## config.mk

```make
export PLATFORM = sky130hd
export DESIGN_NAME = tdp_driver_test_ctl
export DESIGN_NICKNAME = d
export VERILOG_FILES = /design/src/tdp_pkg.sv /design/src/tdp_driver_test_ctl.sv /design/src/tdp_pat100.sv
export VERILOG_INCLUDE_DIRS = /design/src
export SDC_FILE = /design/constraint.sdc
export NUM_CORES = 1
export LEC_CHECK = 0
export BUFFER_PORTS_ARGS = -buffer_cell sky130_fd_sc_hd__buf_4
export CORE_AREA = 2 2 105 117
export DETAILED_ROUTE_END_ITERATION = 16
export DIE_AREA = 0 0 107 119
export SYNTH_ARGS = -nofsm -noshare
export SYNTH_HDL_FRONTEND = slang
export SYNTH_HIERARCHICAL = 1
export SYNTH_SLANG_ARGS = --single-unit
export TNS_END_PERCENT = 30
```

## constraint.sdc

```tcl
create_clock -name core_clk -period 2.3 [get_ports core_clk]
set_clock_uncertainty 0.05 [all_clocks]
set_input_delay 0.115 -clock core_clk [delete_from_list [all_inputs] [get_ports core_clk]]
set_output_delay 0.115 -clock core_clk [all_outputs]
set_load 0.02 [all_outputs]
```

## src/tdp_map.svh

```systemverilog
`ifndef TDP_MAP_SVH
`define TDP_MAP_SVH

// ----------------------------------------------------------------------------
// Register map
// ----------------------------------------------------------------------------
`define TDP_CTL_OFFSET   8'h00
`define TDP_CTL_RESET    16'h8000

// ----------------------------------------------------------------------------
// Field positions of the driver test control register
// ----------------------------------------------------------------------------
`define TDP_BIT_PD       15
`define TDP_BIT_DCD      14
`define TDP_BIT_SQ       13
`define TDP_BIT_RISE     11
`define TDP_BIT_FALL     9
`define TDP_BIT_TEST     8
`define TDP_BIT_EN10     4
`define TDP_BIT_EN100    3
`define TDP_BIT_GAP      2

// ----------------------------------------------------------------------------
// Timing
// ----------------------------------------------------------------------------
`define TDP_CLK_MHZ      10
`define TDP_GAP_SHORT_US 10
`define TDP_GAP_LONG_US  15
`define TDP_GAP_SHORT_CYC (`TDP_GAP_SHORT_US * `TDP_CLK_MHZ)
`define TDP_GAP_LONG_CYC  (`TDP_GAP_LONG_US * `TDP_CLK_MHZ)
`define TDP_P100_HALF2   4
`define TDP_P100_ONES14  14
`define TDP_P100_LEN20   20

`endif

```

## src/tdp_pkg.sv

```systemverilog
package tdp_pkg;

    typedef struct packed {
        logic       driver_powerdown_ctl;
        logic       duty_distortion_boost;
        logic       waveshaper_square_test;
        logic       rsv12;
        logic       edge_rise_ctl;
        logic       rsv10;
        logic       edge_fall_ctl;
        logic       driver_test_enable;
        logic [2:0] rsv7;
        logic       pattern_en_10m;
        logic       pattern_en_100m;
        logic       pattern_gap_sel;
        logic [1:0] pattern_select;
    } tdp_ctl_t;

    typedef struct packed {
        logic        psel;
        logic        penable;
        logic        pwrite;
        logic [7:0]  paddr;
        logic [31:0] pwdata;
    } tdp_apb_req_t;

    typedef struct packed {
        logic powerdown;
        logic dcd_boost;
        logic square_test;
        logic edge_rise;
        logic edge_fall;
        logic test_enable;
    } tdp_drv_t;

    typedef enum logic [2:0] {
        seq_idle = 3'b000,
        seq_data = 3'b001,
        seq_eop  = 3'b010,
        seq_nlp  = 3'b011,
        seq_gap  = 3'b100,
        seq_tone = 3'b101
    } tdp_seq_t;

    typedef struct packed {
        tdp_ctl_t    ctl;
        logic        strap_pend;
        logic        rd_ok;
        logic [31:0] prdata;
        tdp_seq_t    seq;
        logic [7:0]  cnt;
        logic [7:0]  lfsr;
        logic        tx_bit;
    } tdp_main_st_t;

    typedef struct packed {
        logic [4:0] cnt;
        logic       bit_out;
    } tdp_p100_st_t;

endpackage

```

## src/tdp_driver_test_ctl.sv

```systemverilog
// What this block does
// Power-down bit set (default) keeps driver off with outputs high impedance.
// Duty-distortion boost bit raises compensation; resets to zero.
// Square test bit drives waveshaper sources fully on or off.
// Software writes zero into reserved bits 12 and 10.
// Edge rise and fall bits load from straps, then software read/write.
// Driver test enable selects speed-dependent driver test mode.
// 100 Mb/s pattern enable transmits the selected 100 Mb/s pattern.
// 100 Mb/s select: zeros, ones, two-two, fourteen-six.
// 10 Mb/s pattern enable transmits the selected 10 Mb/s sequence.
// 10 Mb/s select: data+end A, data+end B, link pulses, tone.
// Gap between 10 Mb/s sequences is 15 us when set, else 10 us.
// With no pattern enabled, select and gap are ignored; normal traffic passes.
`timescale 1ns/1ns
`include "tdp_map.svh"

module tdp_driver_test_ctl #(
    parameter logic [7:0] DATA_LEN = 8'h40,
    parameter logic [7:0] EOP_LEN  = 8'h02,
    parameter logic [7:0] NLP_LEN  = 8'h01
) (
    input  wire logic                core_clk,
    input  wire logic                rstn,
    input  wire logic                clk_en,
    input  wire tdp_pkg::tdp_apb_req_t apb_req,
    output logic [31:0]              prdata,
    output logic                     pready,
    output logic                     pslverr,
    input  wire logic                strap_rise,
    input  wire logic                strap_fall,
    input  wire logic                speed_100,
    input  wire logic                normal_tx_bit,
    output tdp_pkg::tdp_drv_t        drv,
    output logic                     line_bit,
    output logic                     line_oe
);
    import tdp_pkg::*;

    tdp_main_st_t st_r;
    tdp_main_st_t st_nxt;
    logic         hit;
    logic         wr_fire;
    logic         run100;
    logic         run10;
    logic         p100_bit;
    logic [7:0]   gap_len;

    // ------------------------------------------------------------------------
    // APB slave: one mapped word, zero wait on writes, one capture on reads
    // ------------------------------------------------------------------------
    assign hit     = (apb_req.paddr == `TDP_CTL_OFFSET);
    assign pready  = clk_en && (apb_req.pwrite || st_r.rd_ok);
    assign pslverr = apb_req.psel && apb_req.penable && pready && !hit;
    assign wr_fire = apb_req.psel && apb_req.penable && apb_req.pwrite && hit && clk_en;
    assign prdata  = st_r.prdata;

    // Both enables may be set; only the one matching the live speed runs.
    assign run100  = st_r.ctl.pattern_en_100m && speed_100;
    assign run10   = st_r.ctl.pattern_en_10m && !speed_100;
    assign gap_len = st_r.ctl.pattern_gap_sel ? 8'(`TDP_GAP_LONG_CYC)
                                              : 8'(`TDP_GAP_SHORT_CYC);

    tdp_pat100 u_pat100 (
        .core_clk (core_clk),
        .rstn     (rstn),
        .clk_en   (clk_en),
        .run      (run100),
        .sel      (st_r.ctl.pattern_select),
        .bit_out  (p100_bit)
    );

    // ------------------------------------------------------------------------
    // Register, strap capture and 10 Mb/s sequencer
    // ------------------------------------------------------------------------
    always_comb begin
        st_nxt = st_r;
        // Straps are sampled one cycle after reset, never under reset itself.
        if (st_r.strap_pend) begin
            st_nxt.ctl.edge_rise_ctl = strap_rise;
            st_nxt.ctl.edge_fall_ctl = strap_fall;
            st_nxt.strap_pend        = 1'b0;
        end
        // Reserved bits are stored as written; software is expected to write zero.
        if (wr_fire) begin
            st_nxt.ctl = tdp_ctl_t'(apb_req.pwdata[15:0]);
        end
        if (!apb_req.psel || (apb_req.penable && pready)) begin
            st_nxt.rd_ok = 1'b0;
        end else if (!apb_req.pwrite) begin
            st_nxt.rd_ok  = 1'b1;
            st_nxt.prdata = hit ? {16'h0000, st_r.ctl} : 32'h0000_0000;
        end

        // The data scrambler starts from zero, so data sequences carry only zeros.
        // Framing, end-of-packet level and gap timing are what the line then shows.
        st_nxt.lfsr = {st_r.lfsr[6:0], st_r.lfsr[7] ^ st_r.lfsr[5] ^ st_r.lfsr[4] ^ st_r.lfsr[3]};
        st_nxt.cnt  = (st_r.cnt == 8'h00) ? 8'h00 : st_r.cnt - 8'h01;
        if (!run10) begin
            st_nxt.seq    = seq_idle;
            st_nxt.tx_bit = 1'b0;
        end else begin
            case (st_r.seq)
                seq_idle: begin
                    st_nxt.tx_bit = 1'b0;
                    if (st_r.ctl.pattern_select == 2'h2) begin
                        st_nxt.seq = seq_nlp;
                        st_nxt.cnt = NLP_LEN - 8'h01;
                    end else if (st_r.ctl.pattern_select == 2'h3) begin
                        st_nxt.seq = seq_tone;
                    end else begin
                        st_nxt.seq = seq_data;
                        st_nxt.cnt = DATA_LEN - 8'h01;
                    end
                end
                seq_data: begin
                    st_nxt.tx_bit = st_r.lfsr[0];
                    if (st_r.cnt == 8'h00) begin
                        st_nxt.seq = seq_eop;
                        st_nxt.cnt = EOP_LEN - 8'h01;
                    end
                end
                seq_eop: begin
                    // Variant a ends the packet high, variant b ends it low.
                    st_nxt.tx_bit = (st_r.ctl.pattern_select == 2'h0);
                    if (st_r.cnt == 8'h00) begin
                        st_nxt.seq = seq_gap;
                        st_nxt.cnt = gap_len - 8'h01;
                    end
                end
                seq_nlp: begin
                    st_nxt.tx_bit = 1'b1;
                    if (st_r.cnt == 8'h00) begin
                        st_nxt.seq = seq_gap;
                        st_nxt.cnt = gap_len - 8'h01;
                    end
                end
                seq_gap: begin
                    st_nxt.tx_bit = 1'b0;
                    if (st_r.cnt == 8'h00) begin
                        st_nxt.seq = seq_idle;
                    end
                end
                seq_tone: begin
                    st_nxt.tx_bit = !st_r.tx_bit;
                    if (st_r.ctl.pattern_select != 2'h3) begin
                        st_nxt.seq = seq_idle;
                    end
                end
                default: begin
                    st_nxt.seq = seq_idle;
                end
            endcase
        end
    end

    always_ff @(posedge core_clk) begin
        if (!rstn) begin
            st_r            <= '0;
            st_r.ctl        <= tdp_ctl_t'(`TDP_CTL_RESET);
            st_r.strap_pend <= 1'b1;
            st_r.seq        <= seq_idle;
        end else if (clk_en) begin
            st_r <= st_nxt;
        end
    end

    // ------------------------------------------------------------------------
    // Driver controls and line output
    // ------------------------------------------------------------------------
    assign drv.powerdown   = st_r.ctl.driver_powerdown_ctl;
    assign drv.dcd_boost   = st_r.ctl.duty_distortion_boost;
    assign drv.square_test = st_r.ctl.waveshaper_square_test;
    assign drv.edge_rise   = st_r.ctl.edge_rise_ctl;
    assign drv.edge_fall   = st_r.ctl.edge_fall_ctl;
    assign drv.test_enable = st_r.ctl.driver_test_enable;

    // Powered down means the pair is released, whatever the source would send.
    assign line_oe = !st_r.ctl.driver_powerdown_ctl;

    logic line_bit_r;
    always_ff @(posedge core_clk) begin
        if (!rstn) begin
            line_bit_r <= 1'b0;
        end else if (clk_en) begin
            if (!line_oe) begin
                line_bit_r <= 1'b0;
            end else if (run100) begin
                line_bit_r <= p100_bit;
            end else if (run10) begin
                line_bit_r <= st_r.tx_bit;
            end else begin
                line_bit_r <= normal_tx_bit;
            end
        end
    end
    assign line_bit = line_bit_r;

    // ------------------------------------------------------------------------
    // Assertions
    // ------------------------------------------------------------------------
    property p_pd_hiz;
        @(posedge core_clk) disable iff (!rstn)
        (wr_fire && apb_req.pwdata[`TDP_BIT_PD]) |=> !line_oe ##1 (!line_bit || !$past(clk_en));
    endproperty
    a_pd_hiz: assert property (p_pd_hiz) else $error("power-down not honoured");

    property p_dcd;
        @(posedge core_clk) disable iff (!rstn)
        wr_fire |=> drv.dcd_boost == $past(apb_req.pwdata[`TDP_BIT_DCD]);
    endproperty
    a_dcd: assert property (p_dcd) else $error("boost control not written");

    property p_square;
        @(posedge core_clk) disable iff (!rstn)
        wr_fire |=> drv.square_test == $past(apb_req.pwdata[`TDP_BIT_SQ]);
    endproperty
    a_square: assert property (p_square) else $error("square test not written");

    property p_strap;
        @(posedge core_clk) disable iff (!rstn)
        (rstn && st_r.strap_pend && clk_en && !wr_fire) |=>
            (drv.edge_rise == $past(strap_rise)) && (drv.edge_fall == $past(strap_fall));
    endproperty
    a_strap: assert property (p_strap) else $error("strap not captured");

    property p_test_en;
        @(posedge core_clk) disable iff (!rstn)
        wr_fire |=> drv.test_enable == $past(apb_req.pwdata[`TDP_BIT_TEST]);
    endproperty
    a_test_en: assert property (p_test_en) else $error("test enable not written");

    property p_run100;
        @(posedge core_clk) disable iff (!rstn)
        (wr_fire && apb_req.pwdata[`TDP_BIT_EN100]) |=> run100 == speed_100;
    endproperty
    a_run100: assert property (p_run100) else $error("100M pattern not started");

    property p_run10;
        @(posedge core_clk) disable iff (!rstn)
        (run10 && clk_en && st_r.seq == seq_idle && st_r.ctl.pattern_select == 2'h2)
            |=> st_r.seq == seq_nlp;
    endproperty
    a_run10: assert property (p_run10) else $error("link pulse not started");

    property p_tone;
        @(posedge core_clk) disable iff (!rstn)
        (run10 && clk_en && st_r.seq == seq_tone && st_r.ctl.pattern_select == 2'h3)
            |=> st_r.tx_bit != $past(st_r.tx_bit);
    endproperty
    a_tone: assert property (p_tone) else $error("tone does not toggle");

    property p_gap;
        @(posedge core_clk) disable iff (!rstn)
        (clk_en && run10 && st_r.seq == seq_nlp && st_r.cnt == 8'h00 && !wr_fire) |=>
            st_r.cnt == ($past(st_r.ctl.pattern_gap_sel) ? 8'(`TDP_GAP_LONG_CYC - 1)
                                                        : 8'(`TDP_GAP_SHORT_CYC - 1));
    endproperty
    a_gap: assert property (p_gap) else $error("gap length wrong");

    property p_normal;
        @(posedge core_clk) disable iff (!rstn)
        (clk_en && line_oe && !run100 && !run10) |=> line_bit == $past(normal_tx_bit);
    endproperty
    a_normal: assert property (p_normal) else $error("normal traffic blocked");

    property p_p100_line;
        @(posedge core_clk) disable iff (!rstn)
        (clk_en && line_oe && run100) |=> line_bit == $past(p100_bit);
    endproperty
    a_p100_line: assert property (p_p100_line) else $error("100M pattern not on line");

    property p_eop_level;
        @(posedge core_clk) disable iff (!rstn)
        (clk_en && run10 && st_r.seq == seq_eop)
            |=> st_r.tx_bit == ($past(st_r.ctl.pattern_select) == 2'h0);
    endproperty
    a_eop_level: assert property (p_eop_level) else $error("end-of-packet level wrong");

    property p_rd_capture;
        @(posedge core_clk) disable iff (!rstn)
        (apb_req.psel && !apb_req.penable && !apb_req.pwrite && hit && clk_en)
            |=> prdata == {16'h0000, $past(st_r.ctl)};
    endproperty
    a_rd_capture: assert property (p_rd_capture) else $error("read data not captured");

    // Writes outside the map must leave the control word alone.
    property p_unmapped_wr;
        @(posedge core_clk) disable iff (!rstn)
        (apb_req.psel && apb_req.penable && apb_req.pwrite && !hit
            && clk_en && !st_r.strap_pend) |=> $stable(st_r.ctl);
    endproperty
    a_unmapped_wr: assert property (p_unmapped_wr) else $error("unmapped write landed");

    // A low enable must hold every register, the line output included.
    property p_freeze;
        @(posedge core_clk) disable iff (!rstn)
        !clk_en |=> $stable(st_r) && $stable(line_bit);
    endproperty
    a_freeze: assert property (p_freeze) else $error("state moved while disabled");

    c_write: cover property (@(posedge core_clk) disable iff (!rstn) wr_fire);
    c_tone: cover property (@(posedge core_clk) disable iff (!rstn) st_r.seq == seq_tone);
    c_nlp_gap: cover property (@(posedge core_clk) disable iff (!rstn)
        st_r.seq == seq_nlp ##1 st_r.seq == seq_gap);
    c_eop: cover property (@(posedge core_clk) disable iff (!rstn) st_r.seq == seq_eop);
    c_p100: cover property (@(posedge core_clk) disable iff (!rstn) run100 && p100_bit);

endmodule

```

## src/tdp_pat100.sv

```systemverilog
`timescale 1ns/1ns
`include "tdp_map.svh"

module tdp_pat100 (
    input  wire logic       core_clk,
    input  wire logic       rstn,
    input  wire logic       clk_en,
    input  wire logic       run,
    input  wire logic [1:0] sel,
    output logic            bit_out
);
    import tdp_pkg::*;

    tdp_p100_st_t st_r;
    tdp_p100_st_t st_nxt;
    logic [4:0]   len;

    // ------------------------------------------------------------------------
    // Fixed 100 Mb/s compliance patterns
    // ------------------------------------------------------------------------
    always_comb begin
        st_nxt = st_r;
        len    = (sel == 2'h2) ? 5'(`TDP_P100_HALF2) : 5'(`TDP_P100_LEN20);
        if (!run) begin
            st_nxt.cnt     = 5'h00;
            st_nxt.bit_out = 1'b0;
        end else begin
            st_nxt.cnt = (st_r.cnt >= len - 5'h01) ? 5'h00 : st_r.cnt + 5'h01;
            case (sel)
                2'h0: st_nxt.bit_out = 1'b0;
                2'h1: st_nxt.bit_out = 1'b1;
                2'h2: st_nxt.bit_out = (st_r.cnt < 5'(`TDP_P100_HALF2 / 2));
                default: st_nxt.bit_out = (st_r.cnt < 5'(`TDP_P100_ONES14));
            endcase
        end
    end

    always_ff @(posedge core_clk) begin
        if (!rstn) begin
            st_r <= '0;
        end else if (clk_en) begin
            st_r <= st_nxt;
        end
    end

    assign bit_out = st_r.bit_out;

    property p_p100_ones;
        @(posedge core_clk) disable iff (!rstn)
        (run && clk_en && sel == 2'h1) |=> bit_out;
    endproperty
    a_p100_ones: assert property (p_p100_ones) else $error("ones pattern broken");

    property p_p100_quiet;
        @(posedge core_clk) disable iff (!rstn)
        (run && clk_en && sel == 2'h0) |=> !bit_out;
    endproperty
    a_p100_quiet: assert property (p_p100_quiet) else $error("quiet pattern broken");

endmodule

```

==> flow_summary.json, run 1 <==
{
  "hold_viol_final": 0,
  "ant_nets": 0,
  "combPwrFrac_pct": 12.7,
  "peakVddDrop_v": 0.000447,
  "wl_per_cell_um": 13.4,
  "synth_top_area_cell": "dfxtp_1",
  "worst_pin_slew_ns": 0.593,
  "avgSynthCellArea_sq_um": 9.21,
  "grt_overflow": 0,
  "path_max_fanout": 6,
  "r2r_cells": 6,
  "period_minus_slack_ns": 1.93,
  "p_clk_share_pct": 47.5,
  "dp_hpwl_mm": 5.43,
  "p_leak_nw": 1.55,
  "crit_type": "reg2reg",
  "utilization_pct": 34.7,
  "grt_setup_unrepaired": "false",
  "first_pass_iters": 4,
  "power_density_nw_per_um2": 690,
  "gp_congestion": 0.840,
  "cap_viol_max_count": 0,
  "finalSetupViolations": 0,
  "switching_share_pct": 24.1,
  "grt_usage_pct": 12.5,
  "ys_seq_area_share_pct": 36.2,
  "seq_area_sq_um": 1220,
  "die_area_sq_um": 12700,
  "ys_dominant_reg_cell": "dfxtp_1",
  "async_flop_share_pct": 0,
  "pwr-share-seq_pct": 39.8,
  "grt_max_degree": 51,
  "ys.warnings.count": 6,
  "drive_gt1_share_pct": 24.0,
  "use_met1_pct": 14.1,
  "busiest_layer": "met2",
  "yosys_register_bits": 61,
  "yosysTopAreaCellShare_pct": 36.2,
  "cp-end-kind": "flip-flop",
  "multi_input_area_sq_um": 1750,
  "cts_sinks": 61,
  "timing.rr.end": "st_r[18]$_SDFFE_PN0P_",
  "num_rows": 42,
  "holdCritStartpoint": "apb_req[11]",
  "remaining_drc_errors": 0,
  "die_y_um": 119,
  "die_w_um": 107,
  "synth_area_leaders": "dfxtp_1, buf_4, nor2b_1",
  "syn_inst": 366,
  "first_iter_violations": 196,
  "whs_path_depth": 3,
  "internal_power_mw": 2.13,
  "n_antenna_cell": 0,
  "fmax_mhz": 518,
  "mostFrequentLayoutCells": "buf_4, dfxtp_1, nor2b_1",
  "cts.repair.resized": 0,
  "final_common_cell": "buf_4",
  "clk_path_buf_depth": 2,
  "synth_enable_flop_cells": 0,
  "slew_headroom_pct": 60.0,
  "clk_pin_slew_ns": 0.05,
  "critical_path_arrival_ns": 2.13,
  "regToRegSetupSlack_ns": 0.37,
  "cts_buffers": 9,
  "hold_class": "in2reg",
  "io_pins": 92,
  "area_delta_synth_final_pct": 20.7,
  "grt_pass1_vias": 2632,
  "grt_pass1_wl_mm": 12.7,
  "tritoncts": "yes",
  "vias_per_cell": 4.80,
  "critPathLaunchType": "flip-flop",
  "finalMaxSlewViolations": 0,
  "antenna_found_initial": 0,
  "clockRootBuffer": "clkbuf_16",
  "io_buffers": 59,
  "start_util_pct": 28.8,
  "switchingPower_mw": 0.679,
  "syn_area_sq_um": 3370,
  "wirelength_mm": 7.60,
  "cp.required_ns": 2.50,
  "timing.final.crit_share_pct": 83.9,
  "nFillCells": 1222,
  "use_met3_pct": 3.67,
  "reg2reg_from": "st_r[9]$_SDFFE_PN0P_",
  "finalSetupTns_ns": 0,
  "outcome": "finished, final reports clean",
  "clock_latency_ns": 0.32,
  "coreArea_sq_um": 11700,
  "synthDistinctLibCells": 67,
  "via_count": 2718,
  "met2_usage_pct": 21.9,
  "holdWs_ns": 0.00759,
  "power_mw": 2.81,
  "nNetsFinal": 461,
  "worstHoldEndpoint": "drv[2]$_SDFFE_PN0P_",
  "htree_levels": 3
}
through the flow:
stage / cells / worst slack [ns] / area (sq um)
after floorplan: 381 / 0.469 / 3430
after global placement: 545 / 0.397 / 3710
after CTS: 566 / 0.377 / 4070
after global routing: 566 / 0.210 / 4070
final: 566 / 0.370 / 4070
after detailed placement: 545 / 0.386 / 3710
worst max-delay path: stages (launching register included):
cell	delay, ns
dfxtp_1	0.34
inv_1	0.12
ha_1	0.21
nor4b_4	0.37
a31oi_1	0.13
or4b_1	0.51
mux2i_1	0.13
metal layers:
layer | routed length [um] | share of wire [%]
met5 | 0 | 0
met2 | 3870 | 51
met1 | 3160 | 42
met4 | 97 | 1.3
met3 | 469 | 6.2
cells in the mapped netlist, types with 2 or more instances:
library cell and n:
clkbuf_1 10, and2_1 4, nand2_1 17, a211oi_1 4, o21ai_0 9, mux2i_1 25
or4_4 2, nand3_1 11, nand3b_1 2, dfxtp_1 61, a22oi_1 18, xnor2_1 4
nand4_1 2, nor2b_1 43, o211ai_1 2, nor2_1 11, and2b_2 3, or3b_2 2
a21oi_1 12, buf_6 2, a21boi_0 2, buf_4 39, a31oi_1 2, o21a_1 5
buf_2 2, and3_1 2, nor3_1 4, o22ai_1 2, ha_1 3, inv_1 8
nor3b_1 6, a32o_1 2, clkbuf_8 3, or3_1 5, mux2_2 2, a32oi_1 3
o31ai_1 2
layout make-up:
| class | instances | share of cell area [%] |
|---|---|---|
| multi-input cells | 252 | 43.0 |
| flip-flops and latches | 61 | 30.0 |
| repair buffers | 74 | 14.0 |
| clock buffers | 11 | 6.21 |
| well taps | 154 | 4.73 |
| clock inverters | 4 | 1.17 |
| inverters | 10 | 0.922 |
state kept, by name, indices dropped and copies added (netlist names):
name              flops
line_bit              1
drv                   6
u_pat100/bit_out      1
u_pat100/st_r         5
st_r                 25
st_nxt                7
prdata               16
power by group through the flow:
stage / Sequential, mW / Clock, mW / Combinational (mW)
after detailed placement: 1.14 / 0 / 0.346
after global routing: 1.12 / 1.42 / 0.388
after CTS: 1.12 / 1.37 / 0.356
final: 1.12 / 1.34 / 0.357
after floorplan: 1.13 / 0 / 0.269
after global placement: 1.14 / 0 / 0.339
worst max-delay path by stage:
stage                                from                    end  slack, ns  cells past startpoint
floorplan            st_r[9]$_SDFFE_PN0P_  st_r[18]$_SDFFE_PN0P_       0.47                      6
global placement    st_r[19]$_SDFFE_PN0P_  st_r[11]$_SDFFE_PN0P_       0.40                      4
detailed placement  st_r[19]$_SDFFE_PN0P_  st_r[11]$_SDFFE_PN0P_       0.39                      4
CTS                  st_r[9]$_SDFFE_PN0P_  st_r[18]$_SDFFE_PN0P_       0.38                      6
global route        st_r[19]$_SDFFE_PN0P_  st_r[11]$_SDFFE_PN0P_       0.21                      4
finish               st_r[9]$_SDFFE_PN0P_  st_r[18]$_SDFFE_PN0P_       0.37                      6
cell families after synthesis:
logic type,Yosys count,synth area share (%)
AO/OA/AOI/OAI,79,17.2
buffers and inverters,68,13.8
adder cells (fa/ha/maj),3,1.11
multiplexers,27,8.09
flip-flops,61,36.2
XOR/XNOR,4,1.04
other,1,0.111
AND/OR/NAND/NOR,123,22.4
repair_timing:
| action | CTS | global route |
|---|---|---|
| hold buffers | 6 | 0 |
| endpoints found under the setup margin | 0 | 0 |
| endpoints found under the hold margin | 6 | 0 |
| setup buffers | 0 | 0 |
(Power assumes the default switching activity.)
==> run 2, diff against run 1 <==
Clock period 2.3 ns to 1.7 ns, I/O delays scaled along.
==> run 2 against run 1 <==
Net effect: the flow now finishes with violations (setup timing); worst hold slack better by 0.028 ns; maximum frequency increased by 12%; non-clock buffer count is 36 higher; cell count increased by 6.5%; global-route usage about the same.
==> flow_summary.json, run 2 (synthesis results as in run 1) <==
{
  "outcome": "finished with violations",
  "violations": "setup timing",
  "critical_path_arrival_ns": 1.90,
  "clk_path_buf_depth": 2,
  "grt_setup_unrepaired": "true",
  "power_mw": 4.04,
  "tritoncts": "yes",
  "cts_sinks": 61,
  "grt_overflow": 0,
  "clk_pin_slew_ns": 0.05,
  "nFillCells": 1157,
  "slew_headroom_pct": 64.9,
  "grt_max_degree": 39,
  "clock_latency_ns": 0.33,
  "r2r_cells": 5,
  "num_rows": 42,
  "finalMaxSlewViolations": 0,
  "holdCritStartpoint": "apb_req[42]",
  "power_density_nw_per_um2": 902,
  "wirelength_mm": 7.97,
  "worst_pin_slew_ns": 0.524,
  "critPathLaunchType": "flip-flop",
  "critical_path.cell_chain": "buf_4 > or3_1 > nor3_1 > mux2i_2 > o32ai_1",
  "n_antenna_cell": 0,
  "whs_path_depth": 3,
  "grt_pass1_vias": 2783,
  "place_ws_ns": -0.101,
  "fmax_mhz": 583,
  "finalSetupViolations": 2,
  "cts_buffers": 9,
  "period_minus_slack_ns": 1.72,
  "hold_viol_final": 0,
  "largest_register_ffs": 25,
  "io_pins": 92,
  "gp_congestion": 0.824,
  "p_leak_nw": 1.76,
  "cap_viol_max_count": 0,
  "crit_type": "reg2reg",
  "regMostFlops": "st_r",
  "grt_pass1_wl_mm": 13.0,
  "ant_nets": 0,
  "dp_cells": 567,
  "drive_gt1_share_pct": 30.1,
  "coreArea_sq_um": 11700,
  "first_iter_violations": 295,
  "regToRegSetupSlack_ns": -0.02,
  "timing.final.crit_share_pct": 101,
  "worstHoldEndpoint": "st_r[52]$_SDFFE_PN0P_",
  "grt_usage_pct": 12.5,
  "clockRootBuffer": "clkbuf_16",
  "reg2reg_from": "st_r[9]$_SDFFE_PN0P_",
  "peakVddDrop_v": 0.000606,
  "critPathLaunch": "st_r[9]$_SDFFE_PN0P_",
  "crit_slowest_cell": "or3_1",
  "slowest_delay_ns": 0.42,
  "vias_per_cell": 4.72,
  "area_delta_synth_final_pct": 32.7,
  "start_util_pct": 28.8,
  "cp.required_ns": 1.88,
  "cp-end-kind": "flip-flop",
  "final_common_cell": "buf_4",
  "nNetsFinal": 497,
  "timing.rr.end": "st_r[16]$_SDFFE_PN0P_",
  "layout_setup_ws_ns": -0.0164,
  "die_area_sq_um": 12700,
  "wl_per_cell_um": 13.2,
  "via_count": 2847,
  "first_pass_iters": 4,
  "remaining_drc_errors": 0,
  "antenna_found_initial": 0,
  "htree_levels": 3,
  "mostFrequentLayoutCells": "buf_4, dfxtp_1, nor2b_1",
  "dp_hpwl_mm": 5.55,
  "die_w_um": 107,
  "path_max_fanout": 4,
  "hold_class": "in2reg",
  "die_y_um": 119,
  "io_buffers": 59,
  "stdcell_count": 603
}
## run 2: critical path, delay by kind of cell, from the launching register on
kind	cells	cell delay (ns)
compound gates	1	0.23
buf+inv	1	0.13
flops	1	0.32
mux	1	0.14
simple gates	2	0.75
## run 2: worst max path at each step
stage,slack (ns),cells past startpoint,end
global placement,-0.05,6,st_r[54]$_SDFFE_PN0P_
finish,-0.02,5,st_r[16]$_SDFFE_PN0P_
detailed placement,-0.10,6,drv[4]$_SDFFE_PN0P_
floorplan,-0.001,5,st_r[11]$_SDFFE_PN0P_
global route,-0.13,5,st_r[16]$_SDFFE_PN0P_
CTS,-0.007,6,st_r[18]$_SDFFE_PN0P_
## run 2: repair_timing
action                                  CTS  global route
hold buffers                             16             0
gates resized for setup                   0             8
pin swaps                                 1             0
endpoints found under the setup margin    1            11
setup buffers                             3             1
hold endpoints to repair                 16             0
## run 2: routing by layer
metal	routed length [um]	global-route usage (%)	vias up
li1	-	-	1411
met1	3590	15.4	1335
met2	3790	20.2	88
met3	430	3.45	13
met4	166	5.52	0
met5	0	0	-
## run 2: cell type report
type | instances | area (sq um) | area share (%)
inverter | 10 | 37.5 | 0.839
tap | 154 | 193 | 4.31
timing repair buffer | 110 | 916 | 20.5
multi-input combinational | 252 | 1790 | 40.1
sequential | 61 | 1220 | 27.3
clock inverter | 3 | 42.5 | 0.951
clock buffer | 13 | 270 | 6.04
## run 2: power by group
part           switching, mW  internal (mW)
clock network          0.631           1.25
logic                  0.326          0.334
registers             0.0287           1.47
total                  0.986           3.05
## run 2: metrics by stage
step	area [sq um]	setup TNS, ns	hold WS, ns	utilization, %
2_1_floorplan	3440	-0.00102	0.173	-
3_3_place_gp	3940	-0.414	0.264	33.6
3_5_place_dp	3940	-0.786	0.273	33.6
4_1_cts	4440	-0.00725	0.0277	37.8
5_1_grt	4480	-0.429	0.0574	38.2
6_report	4480	-0.0309	0.0359	38.2
==> run 3, diff against run 2 <==
Settings changed: BUFFER_PORTS_ARGS -buffer_cell sky130_fd_sc_hd__buf_4 to not set, CORE_AREA 2 2 105 117 to 2 2 110 112, DIE_AREA 0 0 107 119 to 0 0 112 114, DONT_BUFFER_PORTS set to 1, GPL_TIMING_DRIVEN set to 1.
==> run 3 against run 2 <==
Net effect: the flow now finishes without violations; critical path depth grew 2; global-route usage fell by 0.14 points; routed wire length fell by 1.4%; cell count shrank 9.1%; register-to-register slack better by 0.04 ns; via count down 5.3%; maximum frequency rose by 2.2%; first-iteration DRC count down 53%; combinational power fell by 11%; largest power group unchanged.
==> flow_summary.json, run 3 (synthesis results as in run 1) <==
{
  "io_pins": 92,
  "die_w_um": 112,
  "fmax_mhz": 595,
  "critical_path_arrival_ns": 1.88,
  "tritoncts": "yes",
  "peakVddDrop_v": 0.000534,
  "layout_setup_ws_ns": 0.0204,
  "power_density_nw_per_um2": 909,
  "critPathLaunchType": "flip-flop",
  "r2r_cells": 7,
  "seq_area_sq_um": 1220,
  "use_met1_pct": 13.9,
  "regMostFlops": "st_r",
  "num_rows": 40,
  "dpl-instance-area_sq_um": 3440,
  "crit_type": "reg2reg",
  "die_area_sq_um": 12800,
  "use_met3_pct": 4.57,
  "critPathLaunch": "st_r[9]$_SDFFE_PN0P_",
  "holdCritStartpoint": "rstn",
  "cp.required_ns": 1.90,
  "antenna_found_initial": 1,
  "timing.final.crit_share_pct": 98.8,
  "ant_nets": 0,
  "mostFrequentLayoutCells": "dfxtp_1, nor2b_1, dlygate4sd3_1",
  "clockRootBuffer": "clkbuf_16",
  "multi_input_area_sq_um": 1830,
  "clk_pin_slew_ns": 0.05,
  "slew_headroom_pct": 61.2,
  "cp-end-kind": "flip-flop",
  "final_common_cell": "dfxtp_1",
  "nFillCells": 1184,
  "dp_hpwl_mm": 5.22,
  "area_delta_synth_final_pct": 22.4,
  "outcome": "finished, final reports clean",
  "regToRegSetupSlack_ns": 0.02,
  "htree_levels": 3,
  "met2_usage_pct": 21.5,
  "remaining_drc_errors": 0,
  "finalMaxSlewViolations": 0,
  "place_ws_ns": -0.0141,
  "power_mw": 3.75,
  "wl_per_cell_um": 14.3,
  "grt_pass1_wl_mm": 12.8,
  "grt_max_degree": 66,
  "clk_path_buf_depth": 2,
  "hold_viol_final": 0,
  "nNetsFinal": 448,
  "period_minus_slack_ns": 1.68,
  "grt_setup_unrepaired": "true",
  "cap_viol_max_count": 0,
  "drive_gt1_share_pct": 19.3,
  "path_max_fanout": 5,
  "worstHoldEndpoint": "drv[5]$_SDFFE_PN1P_",
  "busiest_layer": "met2",
  "cts_sinks": 61,
  "timing.rr.end": "st_r[18]$_SDFFE_PN0P_",
  "first_iter_violations": 138,
  "io_buffers": 0,
  "grt_overflow": 0,
  "die_y_um": 114,
  "reg2reg_from": "st_r[9]$_SDFFE_PN0P_",
  "whs_path_depth": 2,
  "finalSetupViolations": 0,
  "start_util_pct": 28.8,
  "hold_class": "in2reg",
  "grt_pass1_vias": 2694,
  "p_leak_nw": 1.47,
  "coreArea_sq_um": 11700,
  "wirelength_mm": 7.86,
  "first_pass_iters": 4,
  "via_count": 2697,
  "finalSetupTns_ns": 0,
  "worst_pin_slew_ns": 0.582,
  "cts_buffers": 9,
  "clock_latency_ns": 0.32,
  "design_area_sq_um": 4130,
  "grt_usage_pct": 12.3,
  "vias_per_cell": 4.92,
  "holdWs_ns": 0.0174,
  "gp_congestion": 0.825,
  "largest_register_ffs": 25
}
[run 3: cell count changes in the layout (fill, tap and decap cells not counted), moves of 2 or more]
cell and change:
clkinv_2 +2, clkbuf_8 -2, dlygate4sd3_1 +14, buf_4 -62
[run 3: routing by layer]
metal	vias to the layer above	wire [um]
met2	89	3860
met3	12	568
met1	1280	3290
met4	0	142
li1	1316	-
met5	-	0
[run 3: final cells by class]
class | count | share of cell area, %
multi-input combinational | 252 | 44.3
sequential | 61 | 29.7
timing repair buffer | 61 | 13.8
clock buffer | 10 | 5.79
tap | 147 | 4.46
clock inverter | 6 | 0.940
inverter | 10 | 0.909
antenna | 1 | 0.0606
[run 3: stage by stage]
| step | utilization (%) | instances |
|---|---|---|
| 3_5_place_dp | 29.4 | 498 |
| 2_1_floorplan | - | 381 |
| 4_1_cts | 34.6 | 545 |
| 3_3_place_gp | 29.4 | 498 |
| 5_1_grt | 35.2 | 548 |
| 6_report | 35.2 | 548 |
[run 3: what timing repair did]
action,CTS,global route
endpoints found under the hold margin,61,0
hold buffers,31,0
setup buffers,0,2
gates resized for setup,3,12
endpoints found under the setup margin,5,10
pin swaps,0,4
[run 3: worst max-delay path by stage]
stage / end / slack [ns] / depth (start not counted)
CTS: st_r[9]$_SDFFE_PN0P_ / -0.03 / 5
global route: st_r[18]$_SDFFE_PN0P_ / -0.11 / 7
finish: st_r[18]$_SDFFE_PN0P_ / 0.02 / 7
detailed placement: st_r[19]$_SDFFE_PN0P_ / -0.01 / 7
floorplan: st_r[11]$_SDFFE_PN0P_ / -0.001 / 5
global placement: st_r[11]$_SDFFE_PN0P_ / 0.02 / 5
[run 3: power by group]
part           leakage, nW  internal (mW)  switching, mW
sequential           0.495           1.47         0.0364
combinational        0.837          0.288          0.301
clock                0.134           1.02          0.640
[run 3: worst max-delay path, cell delays in order, from the launching register on]
cell     delay (ns)
dfxtp_2        0.32
inv_2          0.08
ha_4           0.13
nor4b_4        0.17
buf_4          0.19
a31oi_1        0.07
or4b_1         0.47
mux2i_1        0.13
